===== src/mcs_pkg.sv =====
// package for the multichannel video sequencer: map, fields, states, resets
// assumes a 32-bit classic wishbone slave decoding byte addresses
package mcs_pkg;
  localparam int NCH = 4;
  localparam logic [7:0] A_CTRL = 8'h00;
  localparam logic [7:0] A_OUTCFG = 8'h04;
  localparam logic [7:0] A_PERIOD = 8'h08;
  localparam logic [7:0] A_AUXOFS = 8'h0C;
  localparam logic [7:0] A_AUXSIZE = 8'h10;
  localparam logic [7:0] A_STATUS = 8'h14;
  localparam logic [7:0] A_CHID = 8'h18;
  localparam logic [7:0] A_CHCFG0 = 8'h20;
  // control fields
  localparam int C_MCH_EN = 0;
  localparam int C_SPLIT = 1;
  localparam int C_ONE_PORT_B = 2;
  localparam int C_HDECIM = 3;
  localparam int C_OSD_AUX = 4;
  localparam int C_SPR_MCH = 5;
  localparam int C_ID_HBLANK = 6;
  localparam int C_NCH_LSB = 8;
  // output configuration fields
  localparam int O_MWIN = 0;
  localparam int O_SEPYC = 1;
  localparam int O_ID_INS = 2;
  localparam int O_ID_HBLANK = 3;
  localparam int O_CSC = 4;
  localparam int O_OSD = 5;
  localparam int O_NPORT_LSB = 8;
  localparam int O_LAYOUT_LSB = 12;
  localparam logic [31:0] CTRL_RST = 32'h0000_0300;
  localparam logic [31:0] OUTCFG_RST = 32'h0000_0000;
  localparam logic [23:0] PERIOD_RST = 24'h00_0100;
  localparam logic [2:0] MAX_PORTS_MUX = 3'h4;
  localparam logic [2:0] MAX_PORTS_SEP = 3'h2;
  // window layouts
  localparam logic [2:0] L_2X2 = 3'h0;
  localparam logic [2:0] L_1X4 = 3'h1;
  localparam logic [2:0] L_4X1 = 3'h2;
  localparam logic [2:0] L_1X2 = 3'h3;
  localparam logic [2:0] L_2X1 = 3'h4;
  // service order ch0, ch2, ch1, ch3 (zero based)
  localparam logic [7:0] ROT_ORDER = 8'hD8;
  typedef enum logic [1:0] {
    MCS_IDLE = 2'b01,
    MCS_FRAME = 2'b10
  } mcs_state_t;
endpackage : mcs_pkg


===== src/mcs_sequencer.sv =====
// multichannel sequencer: capture bookkeeping, main frame rotation, aux control
// assumes decoder/capture events are one-cycle pulses synchronous to mclk
//
// Local design decisions: the register offsets and the Wishbone slave port.
`timescale 1ns/100ps
// Behaviour
// with multichannel enabled, up to four channels are rotated frame by frame.
// multichannel mode withdraws picture-in-picture and dual output.
// sources beyond two channels time-multiplex using embedded-sync formats.
// four channels all on one port, or two per port, at most four.
// decoders A1,A2 feed channels one, two; B1,B2 feed three, four.
// port A decoders capture on capture clock A, port B on B; code gives decoders 2,3 clock B and 0,1 clock A regardless of port.
// channel ids come from reference-code protection bits or blanking; readable.
// each captured field triggers exactly one main sync frame.
// captured frames are processed in main timing and passed to aux.
// software keeps main frame period within input period over channel count.
// offset and scale per channel; other main settings shared.
// input colour conversion, front filter and front converter disabled.
// horizontal halving applies to every channel together.
// overlay-to-aux bit: zero disables, one enables main overlay on aux.
// per-channel sprite bit routes sprite pairs to channels, else all.
// aux scaler applies one shared offset, size and downscale.
// aux path reads back all stored channels at once.
// multichannel output is frame-synchronous, time-multiplexed on one clock.
// four ports with muxed Y/C, two with separate Y/C.
// output channel id goes into protection bits or blanking.
// multichannel output bypasses further video processing.
// multiwindow upscales into 2x2,1x4,4x1,1x2,2x1 with csc and overlay.
// each captured channel served once per cycle, fixed order.
module mcs_sequencer
  import mcs_pkg::*;
#(
  parameter int PERIOD_W = 24
)(
  input wire logic mclk,
  input wire logic rst_n,
  input wire logic wb_cyc_i,
  input wire logic wb_stb_i,
  input wire logic wb_we_i,
  input wire logic [7:0] wb_adr_i,
  input wire logic [3:0] wb_sel_i,
  input wire logic [31:0] wb_dat_i,
  output logic [31:0] wb_dat_o,
  output logic wb_ack_o,
  input wire logic [3:0] dec_sav_strobe,
  input wire logic [3:0] dec_id_prot,
  input wire logic [3:0] dec_id_hblank,
  input wire logic [3:0] capture_done,
  output logic [3:0] decoder_enable,
  output logic [3:0] decoder_on_port_b,
  output logic [3:0] capture_on_port_b_clock,
  output logic dual_scaler_allowed,
  output logic front_block_enable,
  output logic half_width_all,
  output logic main_frame_start,
  output logic main_vact,
  output logic [1:0] main_channel,
  output logic [15:0] main_ch_offset,
  output logic [15:0] main_ch_scale,
  output logic [7:0] sprite_enable,
  output logic overlay_to_aux_path_enable,
  output logic aux_in_valid,
  output logic [1:0] aux_in_channel,
  output logic [31:0] aux_offset,
  output logic [31:0] aux_size,
  output logic [3:0] aux_read_mask,
  output logic out_multiwindow,
  output logic out_sep_yc,
  output logic [3:0] out_port_enable,
  output logic out_id_insert,
  output logic out_id_in_hblank,
  output logic out_bypass,
  output logic [2:0] win_layout,
  output logic win_csc_en,
  output logic win_osd_en
);
  logic rst_s1;
  logic rst_q;
  logic [31:0] ctrl;
  logic [31:0] outcfg;
  logic [PERIOD_W-1:0] period;
  logic [31:0] aux_ofs_r;
  logic [31:0] aux_size_r;
  logic [31:0] chcfg [NCH];
  logic [15:0] chid;
  logic [3:0] pending;
  logic [1:0] rot_ptr;
  logic [PERIOD_W-1:0] frame_cnt;
  mcs_state_t state;
  logic wr_en;
  logic rd_ack;
  logic [3:0] ch_active;
  logic [2:0] nch;
  logic [1:0] next_pick;
  logic next_found;
  logic [3:0] serve_clr;
  logic start_frame;
  logic [2:0] nport;
  logic [2:0] nport_lim;

  // two-stage reset release, only constants under the asynchronous term
  always_ff @(posedge mclk or negedge rst_n)
  begin
    if (!rst_n)
    begin
      rst_s1 <= 1'b0;
      rst_q <= 1'b0;
    end
    else
    begin
      rst_s1 <= 1'b1;
      rst_q <= rst_s1;
    end
  end

  assign wr_en = wb_cyc_i && wb_stb_i && wb_we_i && !wb_ack_o;
  assign rd_ack = wb_cyc_i && wb_stb_i && !wb_ack_o;

  // channel count clamps at four; arrangement fixes which decoders run
  assign nch = (ctrl[C_NCH_LSB +: 3] > 3'h4 || ctrl[C_NCH_LSB +: 3] == 3'h0) ?
               3'h4 : ctrl[C_NCH_LSB +: 3];
  always_comb
  begin
    ch_active = 4'h0;
    for (int i = 0; i < NCH; i++)
    begin
      if (ctrl[C_SPLIT])
        ch_active[i] = (i % 2) < (nch + 3'h1) / 3'h2;
      else
        ch_active[i] = i < nch;
    end
  end

  // pick the next pending channel in the fixed rotation after the last one
  always_comb
  begin
    logic [1:0] pos;
    logic [1:0] ch;
    pos = 2'h0;
    ch = 2'h0;
    next_pick = 2'h0;
    next_found = 1'b0;
    for (int k = 0; k < NCH; k++)
    begin
      pos = rot_ptr + k[1:0];
      ch = ROT_ORDER[pos*2 +: 2];
      if (!next_found && pending[ch])
      begin
        next_found = 1'b1;
        next_pick = ch;
      end
    end
  end

  assign start_frame = (state == MCS_IDLE) && ctrl[C_MCH_EN] && next_found;
  assign serve_clr = start_frame ? (4'h1 << next_pick) : 4'h0;

  // wishbone: one-cycle registered ack, unmapped reads give zero, writes drop
  always_ff @(posedge mclk or negedge rst_q)
  begin
    if (!rst_q)
    begin
      wb_ack_o <= 1'b0;
      wb_dat_o <= 32'h0000_0000;
    end
    else
    begin
      wb_ack_o <= rd_ack;
      if (rd_ack && !wb_we_i)
      begin
        case (wb_adr_i)
          A_CTRL: wb_dat_o <= ctrl;
          A_OUTCFG: wb_dat_o <= outcfg;
          A_PERIOD: wb_dat_o <= 32'(period);
          A_AUXOFS: wb_dat_o <= aux_ofs_r;
          A_AUXSIZE: wb_dat_o <= aux_size_r;
          A_STATUS: wb_dat_o <= {22'h0, state == MCS_FRAME, main_channel, rot_ptr,
                                 pending, ch_active[0]};
          A_CHID: wb_dat_o <= {16'h0, chid};
          A_CHCFG0: wb_dat_o <= chcfg[0];
          A_CHCFG0 + 8'h04: wb_dat_o <= chcfg[1];
          A_CHCFG0 + 8'h08: wb_dat_o <= chcfg[2];
          A_CHCFG0 + 8'h0C: wb_dat_o <= chcfg[3];
          default: wb_dat_o <= 32'h0000_0000;
        endcase
      end
    end
  end

  // byte-lane writes into the writable registers
  always_ff @(posedge mclk or negedge rst_q)
  begin
    if (!rst_q)
    begin
      ctrl <= CTRL_RST;
      outcfg <= OUTCFG_RST;
      period <= PERIOD_W'(PERIOD_RST);
      aux_ofs_r <= 32'h0000_0000;
      aux_size_r <= 32'h0000_0000;
      for (int i = 0; i < NCH; i++)
        chcfg[i] <= 32'h0001_0000;
    end
    else if (wr_en)
    begin
      for (int b = 0; b < 4; b++)
      begin
        if (wb_sel_i[b])
        begin
          case (wb_adr_i)
            A_CTRL: ctrl[b*8 +: 8] <= wb_dat_i[b*8 +: 8];
            A_OUTCFG: outcfg[b*8 +: 8] <= wb_dat_i[b*8 +: 8];
            A_AUXOFS: aux_ofs_r[b*8 +: 8] <= wb_dat_i[b*8 +: 8];
            A_AUXSIZE: aux_size_r[b*8 +: 8] <= wb_dat_i[b*8 +: 8];
            A_CHCFG0: chcfg[0][b*8 +: 8] <= wb_dat_i[b*8 +: 8];
            A_CHCFG0 + 8'h04: chcfg[1][b*8 +: 8] <= wb_dat_i[b*8 +: 8];
            A_CHCFG0 + 8'h08: chcfg[2][b*8 +: 8] <= wb_dat_i[b*8 +: 8];
            A_CHCFG0 + 8'h0C: chcfg[3][b*8 +: 8] <= wb_dat_i[b*8 +: 8];
            A_PERIOD:
            begin
              if (b < 3)
                period[b*8 +: 8] <= wb_dat_i[b*8 +: 8];
            end
            default: ;
          endcase
        end
      end
    end
  end

  // channel id capture, from protection bits or blanking data per select
  always_ff @(posedge mclk or negedge rst_q)
  begin
    if (!rst_q)
      chid <= 16'h0000;
    else
    begin
      for (int i = 0; i < NCH; i++)
      begin
        if (dec_sav_strobe[i] && ch_active[i])
          chid[i*4 +: 4] <= ctrl[C_ID_HBLANK] ? dec_id_hblank : dec_id_prot;
      end
    end
  end

  // pending captures: a new capture wins over the clear from a serve
  always_ff @(posedge mclk or negedge rst_q)
  begin
    if (!rst_q)
      pending <= 4'h0;
    else if (!ctrl[C_MCH_EN])
      pending <= 4'h0;
    else
      pending <= (pending & ~serve_clr) | (capture_done & ch_active);
  end

  // main sync generator: one frame of period cycles per captured field
  always_ff @(posedge mclk or negedge rst_q)
  begin
    if (!rst_q)
    begin
      state <= MCS_IDLE;
      frame_cnt <= '0;
      rot_ptr <= 2'h0;
      main_frame_start <= 1'b0;
      main_vact <= 1'b0;
      main_channel <= 2'h0;
      main_ch_offset <= 16'h0000;
      main_ch_scale <= 16'h0000;
      sprite_enable <= 8'h00;
    end
    else
    begin
      main_frame_start <= start_frame;
      case (state)
        MCS_IDLE:
        begin
          if (start_frame)
          begin
            state <= MCS_FRAME;
            frame_cnt <= (period == '0) ? PERIOD_W'(1) : period;
            main_vact <= 1'b1;
            main_channel <= next_pick;
            main_ch_offset <= chcfg[next_pick][15:0];
            main_ch_scale <= chcfg[next_pick][31:16];
            for (int k = 0; k < NCH; k++)
            begin
              if (ROT_ORDER[k*2 +: 2] == next_pick)
                rot_ptr <= 2'(k + 1);
            end
            if (ctrl[C_SPR_MCH])
              sprite_enable <= {4'h1, 4'h1} << next_pick;
            else
              sprite_enable <= 8'hFF;
          end
        end
        MCS_FRAME:
        begin
          frame_cnt <= frame_cnt - PERIOD_W'(1);
          if (frame_cnt == PERIOD_W'(1))
          begin
            state <= MCS_IDLE;
            main_vact <= 1'b0;
          end
        end
        default:
        begin
          state <= MCS_IDLE;
          main_vact <= 1'b0;
        end
      endcase
    end
  end

  // output port count limited by the Y/C format
  assign nport_lim = outcfg[O_SEPYC] ? MAX_PORTS_SEP : MAX_PORTS_MUX;
  assign nport = (outcfg[O_NPORT_LSB +: 3] > nport_lim) ? nport_lim :
                 outcfg[O_NPORT_LSB +: 3];

  // static mode outputs, registered so every output comes from a flop
  always_ff @(posedge mclk or negedge rst_q)
  begin
    if (!rst_q)
    begin
      decoder_enable <= 4'h0;
      decoder_on_port_b <= 4'h0;
      capture_on_port_b_clock <= 4'h0;
      dual_scaler_allowed <= 1'b0;
      front_block_enable <= 1'b0;
      half_width_all <= 1'b0;
      overlay_to_aux_path_enable <= 1'b0;
      aux_in_valid <= 1'b0;
      aux_in_channel <= 2'h0;
      aux_offset <= 32'h0000_0000;
      aux_size <= 32'h0000_0000;
      aux_read_mask <= 4'h0;
      out_multiwindow <= 1'b0;
      out_sep_yc <= 1'b0;
      out_port_enable <= 4'h0;
      out_id_insert <= 1'b0;
      out_id_in_hblank <= 1'b0;
      out_bypass <= 1'b0;
      win_layout <= L_2X2;
      win_csc_en <= 1'b0;
      win_osd_en <= 1'b0;
    end
    else
    begin
      decoder_enable <= ctrl[C_MCH_EN] ? ch_active : 4'h0;
      for (int i = 0; i < NCH; i++)
      begin
        // split mode: A1,A2 on port A, B1,B2 on port B; else one shared port
        decoder_on_port_b[i] <= ctrl[C_SPLIT] ? (i >= 2) : ctrl[C_ONE_PORT_B];
        capture_on_port_b_clock[i] <= (i >= 2);
      end
      dual_scaler_allowed <= !ctrl[C_MCH_EN];
      front_block_enable <= !ctrl[C_MCH_EN];
      half_width_all <= ctrl[C_MCH_EN] && ctrl[C_HDECIM];
      overlay_to_aux_path_enable <= ctrl[C_OSD_AUX];
      // drop on the last counted cycle so the valid window matches main_vact exactly
      aux_in_valid <= start_frame || (state == MCS_FRAME && frame_cnt != PERIOD_W'(1));
      aux_in_channel <= start_frame ? next_pick : main_channel;
      aux_offset <= aux_ofs_r;
      aux_size <= aux_size_r;
      aux_read_mask <= ctrl[C_MCH_EN] ? ch_active : 4'h0;
      out_multiwindow <= outcfg[O_MWIN];
      out_sep_yc <= outcfg[O_SEPYC];
      for (int p = 0; p < 4; p++)
        out_port_enable[p] <= !outcfg[O_MWIN] && ctrl[C_MCH_EN] && (p < nport);
      out_id_insert <= !outcfg[O_MWIN] && outcfg[O_ID_INS];
      out_id_in_hblank <= outcfg[O_ID_HBLANK];
      out_bypass <= !outcfg[O_MWIN];
      // unknown layout codes fall back to the 2x2 grid
      win_layout <= (outcfg[O_LAYOUT_LSB +: 3] > L_2X1) ? L_2X2 :
                    outcfg[O_LAYOUT_LSB +: 3];
      win_csc_en <= outcfg[O_MWIN] && outcfg[O_CSC];
      win_osd_en <= outcfg[O_MWIN] && outcfg[O_OSD];
    end
  end
endmodule : mcs_sequencer


===== config.mk =====
export PLATFORM = sky130hd
export DESIGN_NAME = mcs_sequencer
export DESIGN_NICKNAME = d
export VERILOG_FILES = /design/src/mcs_pkg.sv /design/src/mcs_sequencer.sv
export SDC_FILE = /design/constraint.sdc
export NUM_CORES = 1
export LEC_CHECK = 0
export BUFFER_PORTS_ARGS = -buffer_cell sky130_fd_sc_hd__buf_4
export CORE_MARGIN = 2
export CORE_UTILIZATION = 50
export CTS_CLUSTER_DIAMETER = 40
export DETAILED_ROUTE_END_ITERATION = 7
export GPL_TIMING_DRIVEN = 0
export HOLD_SLACK_MARGIN = 0.12
export PLACE_DENSITY = 0.74
export REMOVE_ABC_BUFFERS = 1
export SYNTH_ARGS = -nofsm -noshare
export SYNTH_HDL_FRONTEND = slang
export SYNTH_SLANG_ARGS = --single-unit

===== constraint.sdc =====
create_clock -name mclk -period 13.3 [get_ports mclk]
set_input_delay 1.995 -clock mclk [delete_from_list [all_inputs] [get_ports mclk]]
set_output_delay 1.995 -clock mclk [all_outputs]
set_load 0.005 [all_outputs]

==> run metrics <==
outcome=finished clean; RR Startpoint=ctrl[0]; Netlist cell types=72; initial antenna violation count=1; share of layout cells above drive strength 1=40.6%; Die Area=45,200 um^2; routed wire length=67,700 um; top-area cell type share of the netlist area=55.7%; 1st-pass router iterations=8; Die W=213 um; Warnings, synthesis=0; Clk pin slew, worst setup/hold paths=0.06 ns; DP HPWL=44,900 um; Critical Path Source Type=input pin; crit-path max FO=59; first-pass GRT wire length=102,000 um; r2r setup slk=9.54 ns; Simple-Gate Fraction of Synth Area=8.10%; largest area contributor in the netlist=dfrtp_1; reg2reg path depth=6; Seq/Total Area, Yosys=56.7%; Placed Cells=2,397; Core Area=43,100 um^2; max_cap viols=0; synthesized area=21,800 um^2; Worst-Margin Slew=1.45 ns; Vias/cell=6.25; wire per inst=26.8 um; fin cells=2,522; Worst setup EP type=flop; Hold Buf Count CTS=0; Chip Height=213 um; total power=0.00354 W; CTS H-tree lvls=3; capturing point of the worst reg2reg path=main_ch_scale[7]; CTS root buf=clkbuf_16; mux cell area share after synthesis=22.7%; minimum clock period=4.90 ns; RD Place Congestion=0.901; Slew Limit Fails=0; Tcrit/Tclk final=36.9%; Design Area, Final=26,600 um^2; I/O Pins=243; Post-route DRC=0; Layout area overhead=22.2%; clk_lat worst skew=0.58 ns; post-synthesis adder-cell area fraction=0.690%; leakage power=12.8 nW; Final Setup Violations=0; Main synth FF type=dfrtp_1; Reg area=12,400 um^2; crit path launch=wb_adr_i[3]; setup bufs post-CTS=0; final setup TNS=0 ns; RSZ-0062 raised after global routing=false; max_slew headroom=2.31%; via count=15,800; Inserted Clock Buffers=69; Worst Skew=0.0329 ns; Antenna Violating Nets Remaining=0; hold crit path type=reg -> async; CTS sink count=493; Compound-Gate Fraction of Synth Area=9.26%; vias in the first global route=16,300; CTS tree=yes; grt total ovfl=0; Yosys reg bits=493; multi-input logic area=8930 um^2; EDFF count, synth=0; main area contributors after synthesis=dfrtp_1, mux2_2, mux2i_1; Critical Path RT=13.74 ns; GRT Total Usage=30.5%; pwr/cell area=133 nW/um^2; main combinational cell family by area after synthesis=multiplexers; largest net degree at the start of global routing=75; Placement Cell Area=24,200 um^2; nets@finish=1,960; Cells after Synth=1,647; Final Hold Fails=0; Filler cells=3,303; fmax=204 MHz; PostCTS Resize Cnt=0; row cnt=76; CP Data Arrival Time=5.35 ns; syn avg cell area=13.2 um^2; PortBufs=240; fraction of registers with async set/reset=100%; Hold WS=0.201 ns; initial detailed-routing violation count=1,638; Initial Util=50.5%; VDD IR-drop max=0.0000929 V; CTS max path bufs=3; post-synthesis xor/xnor area fraction=0%; Crit Path Class=in -> reg
==> critical path, stage by stage <==
cell       delay [ns]
buf_4            0.73
nand4bb_1        0.54
nor2_2           0.98
nand2_1          0.61
mux2_2           0.44
==> sequential cells by signal, summed over array words and instances, names as in the netlist, 3 cells and up <==
register / cells
ctrl: 32
aux_size_r: 32
period: 24
aux_read_mask: 4
sprite_enable: 4
out_port_enable: 4
main_ch_offset: 16
chcfg: 128
pending: 4
main_ch_scale: 16
wb_dat_o: 32
outcfg: 32
aux_ofs_r: 32
chid: 16
frame_cnt: 24
aux_size: 32
aux_offset: 32
win_layout: 3
==> where the power goes <==
group	switching, W	internal, W
Sequential	0.0000108	0.00151
Clock	0.000716	0.00116
Combinational	0.0000903	0.0000464
==> synthesized netlist by cell type, drive strengths merged, types with 14 or more instances <==
master / n
buf: 58
dfrtp: 485
o21ai: 30
nand3: 19
nor3: 20
clkbuf: 37
a22o: 20
mux2i: 100
mux2: 319
nor2: 55
and2: 18
o221ai: 37
a21oi: 31
inv: 20
nand2: 134
mux4: 15
nor4: 14
a22oi: 45
==> how the worst max path moves through the flow <==
| stage | slack [ns] | depth (start not counted) | end |
|---|---|---|---|
| 2_1_floorplan | -1.44 | 0 | aux_in_channel[0] |
| 3_3_place_gp | -6.68 | 0 | outcfg[3] |
| 3_5_place_dp | 7.88 | 5 | outcfg[27] |
| 4_1_cts | 8.46 | 5 | outcfg[31] |
| 5_1_grt | 8.30 | 5 | outcfg[24] |
| 6_report | 8.40 | 5 | aux_ofs_r[30] |
==> cells in the final DEF, fill, tap and decap left out, types with 11 or more instances in the layout <==
cell / count
dfrtp_1: 484
mux2_2: 316
buf_4: 244
mux2i_1: 100
nand2_1: 99
clkbuf_16: 71
a22oi_1: 45
nor2_1: 43
o221ai_1: 37
nand2_2: 32
a21oi_1: 31
o21ai_0: 29
inv_1: 20
nor3_1: 20
a22o_1: 20
nand3_1: 19
and2_1: 16
mux4_2: 15
nor4_1: 13
nor2b_1: 12
o22ai_1: 12
ha_1: 12
a221oi_1: 11
==> layer usage <==
layer	track usage (%)	share of wire (%)
met5	0	0
met4	13.5	3.9
met3	5.29	8.4
met2	47.5	46
met1	42.3	41
==> through the flow <==
stage,util [%],worst slack [ns]
6_report,61.8,8.40
2_1_floorplan,-,-1.44
3_5_place_dp,56.3,7.88
4_1_cts,61.8,8.46
3_3_place_gp,55.3,-6.68
5_1_grt,61.8,8.30
==> area by class of cell <==
class / instances / area share, %
Clock buffer: 86 / 7.23
Timing Repair Buffer: 258 / 8.08
Sequential cell: 493 / 46.4
Antenna cell: 1 / 0.00941
Clock inverter: 38 / 1.66
Multi-Input combinational cell: 1041 / 33.6
Tap cell: 585 / 2.75
Inverter: 20 / 0.282
==> logic make-up (layout without fill, tap and decap cells) <==
group | after synthesis | count (layout)
buffers and inverters | 115 | 402
muxes | 434 | 434
adders and majority gates | 12 | 12
DFF | 493 | 493
other | 2 | 5
and+or+nand+nor | 324 | 324
AOI/OAI and AO/OA | 267 | 267
Power figures use the tool's default switching activity.
